### src/hw/oqs_pkg.sv
// shared constants and types for the operation/questionable status block
package oqs_pkg;

  localparam int unsigned REG_W = 16;

  // operation group bit positions
  localparam int unsigned OPER_LIST_RUNNING_BIT = 14;
  localparam int unsigned OPER_LIST_DONE_BIT = 12;
  localparam int unsigned OPER_SAMPLE_DONE_BIT = 11;
  localparam int unsigned OPER_CC_MODE_BIT = 10;
  localparam int unsigned OPER_TRANSIENT_DONE_BIT = 9;
  localparam int unsigned OPER_CV_MODE_BIT = 8;
  localparam int unsigned OPER_TRANSIENT_ARMED_BIT = 6;
  localparam int unsigned OPER_WAIT_TRIG_BIT = 5;

  // questionable group bit positions
  localparam int unsigned QUES_ABSORBING_BIT = 14;
  localparam int unsigned QUES_CURRENT_ERR_BIT = 13;
  localparam int unsigned QUES_VOLTAGE_ERR_BIT = 12;
  localparam int unsigned QUES_SLAVE_ERR_BIT = 6;
  localparam int unsigned QUES_THERMAL_ERR_BIT = 3;
  localparam int unsigned QUES_CUR_MODE_ERR_BIT = 1;
  localparam int unsigned QUES_VOLT_MODE_ERR_BIT = 0;

  // bits that exist in each condition register
  localparam logic [15:0] OPER_USED_MASK = 16'h5F60;
  localparam logic [15:0] QUES_USED_MASK = 16'h704B;
  // bits that may latch into each event register
  localparam logic [15:0] OPER_LATCH_MASK = 16'h5F60;
  localparam logic [15:0] QUES_LATCH_MASK = 16'h3000;

  // enable mask values
  localparam logic [15:0] OPER_ENAB_RESET = 16'h0000;
  localparam logic [15:0] QUES_ENAB_RESET = 16'h0000;
  localparam logic [15:0] OPER_ENAB_PRESET = 16'h2001; // 8193
  localparam logic [15:0] QUES_ENAB_PRESET = 16'h00FF; // 255

  // status byte summary positions
  localparam int unsigned STB_OPER_SUMMARY_BIT = 7;
  localparam int unsigned STB_QUES_SUMMARY_BIT = 3;

  // status commands
  typedef enum logic [2:0] {
    CMD_OPER_COND_READ = 3'h0,
    CMD_OPER_ENAB_WRITE = 3'h1,
    CMD_OPER_ENAB_READ = 3'h2,
    CMD_OPER_EVENT_READ = 3'h3,
    CMD_STATUS_PRESET = 3'h4,
    CMD_QUES_EVENT_READ = 3'h5,
    CMD_QUES_COND_READ = 3'h6,
    CMD_QUES_ENAB_WRITE = 3'h7
  } oqs_cmd_type;

  typedef struct packed {
    oqs_cmd_type cmd;
    logic [15:0] wdata;
  } oqs_req_type;

  typedef struct packed {
    logic list_running;
    logic list_done;
    logic sample_done;
    logic constant_current_mode;
    logic transient_done;
    logic constant_voltage_mode;
    logic transient_armed;
    logic waiting_for_trigger;
  } oqs_oper_cond_type;

  typedef struct packed {
    logic absorbing_energy_flag;
    logic current_error_flag;
    logic voltage_error_flag;
    logic slave_error_flag;
    logic thermal_error_flag;
    logic current_mode_error;
    logic voltage_mode_error;
  } oqs_ques_cond_type;

endpackage

### src/hw/oqs_sync.sv
// two-flop synchroniser for a vector of level inputs
`timescale 1ns/100ps
module oqs_sync #(
  parameter int unsigned WIDTH = 16
) (
  input wire logic clk_sys,
  input wire logic rstn,
  input wire logic [WIDTH-1:0] async_in,
  output logic [WIDTH-1:0] sync_out
);

  logic [WIDTH-1:0] meta_q;
  logic [WIDTH-1:0] sync_q;

  // first stage feeds only the second stage
  always_ff @(posedge clk_sys or negedge rstn) begin
    if (!rstn) begin
      meta_q <= '0;
      sync_q <= '0;
    end else begin
      meta_q <= async_in;
      sync_q <= meta_q;
    end
  end

  assign sync_out = sync_q;

endmodule // oqs_sync

### src/hw/oqs_event_latch.sv
// rising-edge event latch with clear-on-read, set beats clear
`timescale 1ns/100ps
module oqs_event_latch #(
  parameter logic [15:0] LATCH_MASK = 16'hFFFF
) (
  input wire logic clk_sys,
  input wire logic rstn,
  input wire logic [15:0] cond,
  input wire logic clear,
  output logic [15:0] events
);

  logic [15:0] prev_q;
  logic [15:0] events_q;
  logic [15:0] events_d;
  logic [15:0] rise;

  // only permitted positions catch a rising condition
  assign rise = cond & ~prev_q & LATCH_MASK;

  // a read clears, but an edge in that same cycle survives
  assign events_d = (clear ? 16'h0000 : events_q) | rise;

  // previous condition sample for edge detection
  always_ff @(posedge clk_sys or negedge rstn) begin
    if (!rstn) begin
      prev_q <= 16'h0000;
    end else begin
      prev_q <= cond;
    end
  end

  // latched event bits
  always_ff @(posedge clk_sys or negedge rstn) begin
    if (!rstn) begin
      events_q <= 16'h0000;
    end else begin
      events_q <= events_d;
    end
  end

  assign events = events_q;

endmodule // oqs_event_latch

### src/hw/oqs_status_regs.sv
// operation and questionable status register groups with summary bits
`timescale 1ns/100ps

module oqs_status_regs (
  input wire logic clk_sys,
  input wire logic rstn,
  input wire oqs_pkg::oqs_oper_cond_type oper_cond_in,
  input wire oqs_pkg::oqs_ques_cond_type ques_cond_in,
  input wire logic req_valid,
  input wire oqs_pkg::oqs_req_type req,
  output logic rsp_valid,
  output logic [15:0] rsp_data,
  output logic [7:0] status_byte_bits
);
  import oqs_pkg::*;

  logic [15:0] oper_raw;
  logic [15:0] ques_raw;
  logic [15:0] oper_live;
  logic [15:0] ques_live;
  logic [15:0] oper_events;
  logic [15:0] ques_events;
  logic [15:0] oper_enab_q;
  logic [15:0] ques_enab_q;
  logic oper_clear;
  logic ques_clear;
  logic rsp_valid_q;
  logic [15:0] rsp_data_q;
  logic [15:0] rsp_data_d;
  logic [7:0] stb_q;
  logic [7:0] stb_d;

  // true when a request of the given command is taken this cycle
  function automatic logic cmd_hit(input logic valid,
                                   input oqs_cmd_type cmd,
                                   input oqs_cmd_type want);
    cmd_hit = valid && (cmd == want);
  endfunction

  // place operation condition inputs at their bit positions
  always_comb begin
    oper_raw = 16'h0000;
    oper_raw[OPER_LIST_RUNNING_BIT] = oper_cond_in.list_running;
    oper_raw[OPER_LIST_DONE_BIT] = oper_cond_in.list_done;
    oper_raw[OPER_SAMPLE_DONE_BIT] = oper_cond_in.sample_done;
    oper_raw[OPER_CC_MODE_BIT] = oper_cond_in.constant_current_mode;
    oper_raw[OPER_TRANSIENT_DONE_BIT] = oper_cond_in.transient_done;
    oper_raw[OPER_CV_MODE_BIT] = oper_cond_in.constant_voltage_mode;
    oper_raw[OPER_TRANSIENT_ARMED_BIT] = oper_cond_in.transient_armed;
    oper_raw[OPER_WAIT_TRIG_BIT] = oper_cond_in.waiting_for_trigger;
  end

  // place questionable condition inputs at their bit positions
  always_comb begin
    ques_raw = 16'h0000;
    ques_raw[QUES_ABSORBING_BIT] = ques_cond_in.absorbing_energy_flag;
    ques_raw[QUES_CURRENT_ERR_BIT] = ques_cond_in.current_error_flag;
    ques_raw[QUES_VOLTAGE_ERR_BIT] = ques_cond_in.voltage_error_flag;
    ques_raw[QUES_SLAVE_ERR_BIT] = ques_cond_in.slave_error_flag;
    ques_raw[QUES_THERMAL_ERR_BIT] = ques_cond_in.thermal_error_flag;
    // both mode bits may be high together while settling
    ques_raw[QUES_CUR_MODE_ERR_BIT] = ques_cond_in.current_mode_error;
    ques_raw[QUES_VOLT_MODE_ERR_BIT] = ques_cond_in.voltage_mode_error;
  end

  // condition pins come from the analog side, so synchronise them
  oqs_sync #(
    .WIDTH(REG_W)
  ) u_oper_sync (
    .clk_sys(clk_sys),
    .rstn(rstn),
    .async_in(oper_raw),
    .sync_out(oper_live)
  );

  oqs_sync #(
    .WIDTH(REG_W)
  ) u_ques_sync (
    .clk_sys(clk_sys),
    .rstn(rstn),
    .async_in(ques_raw),
    .sync_out(ques_live)
  );

  // read-to-clear strobes for the two event registers
  assign oper_clear = cmd_hit(req_valid, req.cmd,
                              CMD_OPER_EVENT_READ);
  assign ques_clear = cmd_hit(req_valid, req.cmd,
                              CMD_QUES_EVENT_READ);

  // operation events: every defined bit latches on its rising edge
  oqs_event_latch #(
    .LATCH_MASK(OPER_LATCH_MASK)
  ) u_oper_events (
    .clk_sys(clk_sys),
    .rstn(rstn),
    .cond(oper_live),
    .clear(oper_clear),
    .events(oper_events)
  );

  // questionable events: only current and voltage error latch;
  // past the synchroniser the mode error bits reach the edge-detect sample flop and the condition read data, never an event flop
  oqs_event_latch #(
    .LATCH_MASK(QUES_LATCH_MASK)
  ) u_ques_events (
    .clk_sys(clk_sys),
    .rstn(rstn),
    .cond(ques_live),
    .clear(ques_clear),
    .events(ques_events)
  );

  // operation enable mask: whole-word write, preset wins on its own cmd
  always_ff @(posedge clk_sys or negedge rstn) begin
    if (!rstn) begin
      oper_enab_q <= OPER_ENAB_RESET;
    end else if (cmd_hit(req_valid, req.cmd, CMD_STATUS_PRESET)) begin
      oper_enab_q <= OPER_ENAB_PRESET;
    end else if (cmd_hit(req_valid, req.cmd, CMD_OPER_ENAB_WRITE)) begin
      oper_enab_q <= req.wdata;
    end
  end

  // questionable enable mask
  always_ff @(posedge clk_sys or negedge rstn) begin
    if (!rstn) begin
      ques_enab_q <= QUES_ENAB_RESET;
    end else if (cmd_hit(req_valid, req.cmd, CMD_STATUS_PRESET)) begin
      ques_enab_q <= QUES_ENAB_PRESET;
    end else if (cmd_hit(req_valid, req.cmd, CMD_QUES_ENAB_WRITE)) begin
      ques_enab_q <= req.wdata;
    end
  end

  // read data mux; condition reads return the live value, unlatched
  always_comb begin
    rsp_data_d = 16'h0000;
    case (req.cmd)
      CMD_OPER_COND_READ: begin
        rsp_data_d = oper_live;
      end
      CMD_OPER_ENAB_READ: begin
        rsp_data_d = oper_enab_q;
      end
      CMD_OPER_EVENT_READ: begin
        rsp_data_d = oper_events;
      end
      CMD_QUES_EVENT_READ: begin
        rsp_data_d = ques_events;
      end
      CMD_QUES_COND_READ: begin
        rsp_data_d = ques_live;
      end
      default: begin
        rsp_data_d = 16'h0000; // writes and preset answer with zero
      end
    endcase
  end

  // every taken request is answered one cycle later
  always_ff @(posedge clk_sys or negedge rstn) begin
    if (!rstn) begin
      rsp_valid_q <= 1'b0;
      rsp_data_q <= 16'h0000;
    end else begin
      rsp_valid_q <= req_valid;
      if (req_valid) begin
        rsp_data_q <= rsp_data_d;
      end
    end
  end

  // summary bits: a set mask bit enables its event
  always_comb begin
    stb_d = 8'h00;
    stb_d[STB_OPER_SUMMARY_BIT] = |(oper_events & oper_enab_q);
    stb_d[STB_QUES_SUMMARY_BIT] = |(ques_events & ques_enab_q);
  end

  // registered summary outputs
  always_ff @(posedge clk_sys or negedge rstn) begin
    if (!rstn) begin
      stb_q <= 8'h00;
    end else begin
      stb_q <= stb_d;
    end
  end

  assign rsp_valid = rsp_valid_q;
  assign rsp_data = rsp_data_q;
  assign status_byte_bits = stb_q;

endmodule // oqs_status_regs

### config.mk
export PLATFORM = sky130hd
export DESIGN_NAME = oqs_status_regs
export DESIGN_NICKNAME = d
export VERILOG_FILES = /design/src/hw/oqs_pkg.sv /design/src/hw/oqs_sync.sv /design/src/hw/oqs_event_latch.sv /design/src/hw/oqs_status_regs.sv
export SDC_FILE = /design/constraint.sdc
export NUM_CORES = 1
export LEC_CHECK = 0
export ABC_AREA = 1
export ABC_CLOCK_PERIOD_IN_PS = 1050
export BUFFER_PORTS_ARGS = -buffer_cell sky130_fd_sc_hd__buf_4
export CAP_MARGIN = 20
export CORE_ASPECT_RATIO = 1.25
export CORE_MARGIN = 3
export CORE_UTILIZATION = 54
export CTS_CLUSTER_SIZE = 16
export DETAILED_ROUTE_END_ITERATION = 8
export PLACE_DENSITY_LB_ADDON = 0.08
export SLEW_MARGIN = 10
export SYNTH_ARGS = -nofsm -noshare
export SYNTH_HDL_FRONTEND = slang
export SYNTH_SLANG_ARGS = --single-unit
### constraint.sdc
create_clock -name clk_sys -period 1.05 [get_ports clk_sys]
set_input_delay 0.0525 -clock clk_sys [delete_from_list [all_inputs] [get_ports clk_sys]]
set_output_delay 0.0525 -clock clk_sys [all_outputs]
set_load 0.02 [all_outputs]
==> impl_metrics.ini <==
[final_layout]
diodes = 0
final_area_um2 = 4273
area_growth_syn_to_layout_pct = 30.39
layoutNonFillerInstCount = 476
drive_above_1_share_pct = 23.41
final_nets = 442

[power]
leakage_nw = 2.184
internal_power_mw = 5.094
clkPwrFrac_pct = 30.7
peakVddDrop_mv = 1.238
switchingPower_mw = 1.816
p_per_area_nw_per_um2 = 1617
power_frac_seq_pct = 54.9
switching_share_pct = 26.28
p_comb_share_pct = 14.4

[timing]
min_period_over_period_pct = 93.30
fin_skew_ns = 0.008538
fin_crit_ns = 0.9797
finalMaxSlewViolations = 0
max_clock_freq_mhz = 1021
finalHoldViolations = 0
rsz0062_at_grt = no
setup_viol = 0

[floorplanning]
die-height_um = 93.10
boundaryPins = 62
core_area_um2 = 5818
fp-row-count = 31
fp.dieArea_um2 = 7045
initial_core_util_pct = 56.32
die_x_um = 75.68

[setup_path]
reg2reg_slack_ns = 0.12
reg2reg_depth = 4
critPathLaunchType = flip-flop
critPathTopFamily = flip-flops
cp.depth = 1
critPathSlowestCell = dfrtp_1
timing.rr.end = rsp_data[12]$_DFFE_PN0P_
cp_data_arrival_time_ns = 0.93
cp-end-kind = primary output
worstPathCellList = buf_4
max_stage_delay_ns = 0.41
path_class = flip-flop to primary output
worst-path-buf-inv = 1
cp.required_ns = 1.00
worst-path-max-fanout = 2
timing.rr.start = u_oper_sync.sync_out[12]$_DFF_PN0_

[routing]
met2_length_um = 3188
wl_um = 6328
dr.max_layer_used = met4
met3_length_um = 259
wl_per_cell_um = 13.29
routed-via-count = 2351
drt_iter0_markers = 77
drcViolationCount = 0
drt_pass1_iterations = 4
routedLengthMet1_um = 2753
drtAntennaViolNets = 0
viasPerCell = 4.939

[yosys]
synth_edf_count = 0
netlist_top_cells_area = dfrtp_1 (66%), nand2_1 (9.3%), inv_1 (4.5%), o22ai_1 (3.4%), nand3_1 (3.4%)
async_flop_share_pct = 100.0
synthCells = 308
avgSynthCellArea_um2 = 10.64
yosys.area.top_type = dfrtp_1
seq_area_frac_synth_pct = 66.44
synth_flop_cell = dfrtp_1
synth_area_um2 = 3277
synth_warnings = 0
yosysTopAreaCellShare_pct = 66.44
synth.distinct_cells = 31
synth_seq_cells = 87

[status]
status = finished, final reports clean

[cts]
cts_sinks = 87
root_buffer = clkbuf_8
cts_buffers = 9
clk_pin_slew_ns = 0.09
clock_path_buffers = 2
insertion_delay_ns = 0.35
cts_setup_buffers = 0
cts_tree = yes
h-tree-depth = 3

[worst_hold_path]
min_from = req_valid
hold_end = rsp_data[13]$_DFFE_PN0P_
hold_class = input port to flip-flop
whs_path_depth = 3

[placement]
gp_congestion = 0.8261
hpwl_um = 4220
placedCellCount = 428
io_buffers = 55
postPlaceCellArea_um2 = 3769

[run]
maxCapViolations = 0

[grt]
gr-total-overflow = 0
grt_max_degree = 88
track_usage_pct = 19.67
antenna_found_initial = 0
grt_pass1_wl_um = 10350
grt_pass1_vias = 2288
-- timing repair --
action	CTS	global route
resized for setup	0	0
hold buffers	32	0
hold endpoints to repair	118	0
-- Yosys cell counts (2+ instances only) --
cell type / number
dfrtp_1: 87
nand2_1: 81
inv_1: 39
nand3_1: 22
o22ai_1: 18
nand4_1: 8
buf_4: 7
nor2_1: 7
o21ai_0: 7
buf_6: 4
a21oi_1: 3
nor2_4: 3
o21ai_2: 3
nand2_2: 2
-- cells in the final DEF (no fill, tap or decap) --
master	n
o21ai_0	7
inv_2	1
clkbuf_8	11
o22ai_1	18
buf_4	62
inv_4	1
nand2_4	1
a21oi_1	3
nand3_1	22
buf_12	2
nand2_1	81
clkbuf_1	1
o211ai_1	1
nor2_1	7
inv_6	1
nand3_4	1
nor3_2	1
nand2_2	2
clkinv_2	2
dlygate4sd3_1	32
nor3_4	1
nor2_2	1
o21bai_1	1
o21ai_2	3
clkinvlp_4	2
nand4_1	8
o22a_1	1
inv_1	39
a21oi_2	1
conb_1	6
nor2_4	3
dfrtp_1	87
-- kinds of logic (layout without fill, tap and decap cells) --
group                  Yosys count  after routing  share of synthesized area (%)
and+or+nand+nor                128            128                          18.25
DFF                             87             87                          66.44
AOI/OAI and AO/OA               35             35                          6.759
buffers and inverters           57            154                          8.438
other                            1              6                         0.1144
-- power by group through the flow --
stage	Sequential, mW	Clock, mW	Combinational [mW]
after floorplan	3.91	0	0.434
after global placement	3.85	0	0.893
after detailed placement	3.86	0	0.906
after CTS	3.79	2.17	1.01
after global routing	3.82	2.33	1.11
final	3.79	2.12	0.993
-- metrics by stage --
| step | worst slack [ns] | TNS [ns] | utilization (%) | power [mW] | hold WS [ns] |
|---|---|---|---|---|---|
| after floorplan | 0.1720 | 0 | - | 4.347 | -0.2431 |
| after global placement | 0.007170 | 0 | 64.77 | 4.740 | 0.1195 |
| after detailed placement | -0.01272 | -0.01272 | 64.77 | 4.764 | 0.1221 |
| after CTS | 0.06651 | 0 | 73.44 | 6.963 | 0.002865 |
| after global routing | 0.03283 | 0 | 73.44 | 7.252 | 0.02519 |
| final | 0.07035 | 0 | 73.44 | 6.910 | 0.01973 |
-- metal layers --
layer,vias up,global-route usage [%]
li1,1164,-
met1,1114,25.07
met2,62,31.92
met3,11,4.624
met4,0,7.872
met5,-,0
-- flip-flops by register name (all words and copies together) (netlist names) --
signal                flops
oper_enab_q              16
ques_enab_q               2
rsp_data                 16
rsp_valid                 1
status_byte_bits          2
u_oper_events.events      8
u_oper_events.prev_q      8
u_oper_sync.meta_q        8
u_oper_sync.sync_out      8
u_ques_events.events      2
u_ques_events.prev_q      2
u_ques_sync.meta_q        7
u_ques_sync.sync_out      7
-- worst max path at each step --
stage,start,to,slack (ns)
after floorplan,req[16],oper_enab_q[5]$_DFFE_PN0P_,0.17
after global placement,req[16],oper_enab_q[6]$_DFFE_PN0P_,0.007
after detailed placement,req[16],oper_enab_q[9]$_DFFE_PN0P_,-0.01
after CTS,rsp_data[5]$_DFFE_PN0P_,rsp_data[5],0.07
after global routing,rsp_data[5]$_DFFE_PN0P_,rsp_data[5],0.03
final,rsp_data[14]$_DFFE_PN0P_,rsp_data[14],0.07
-- cell type report --
| cell class | instances | area (um2) |
|---|---|---|
| flip-flops and latches | 87 | 2177 |
| clock inverters | 4 | 28.78 |
| multi-input cells | 169 | 842.1 |
| well taps | 66 | 82.58 |
| clock buffers | 12 | 155.1 |
| inverters | 42 | 161.4 |
| repair buffers | 96 | 825.8 |
| fillers | 445 | 1545 |
Note: power is estimated with default switching activity, not from simulation.
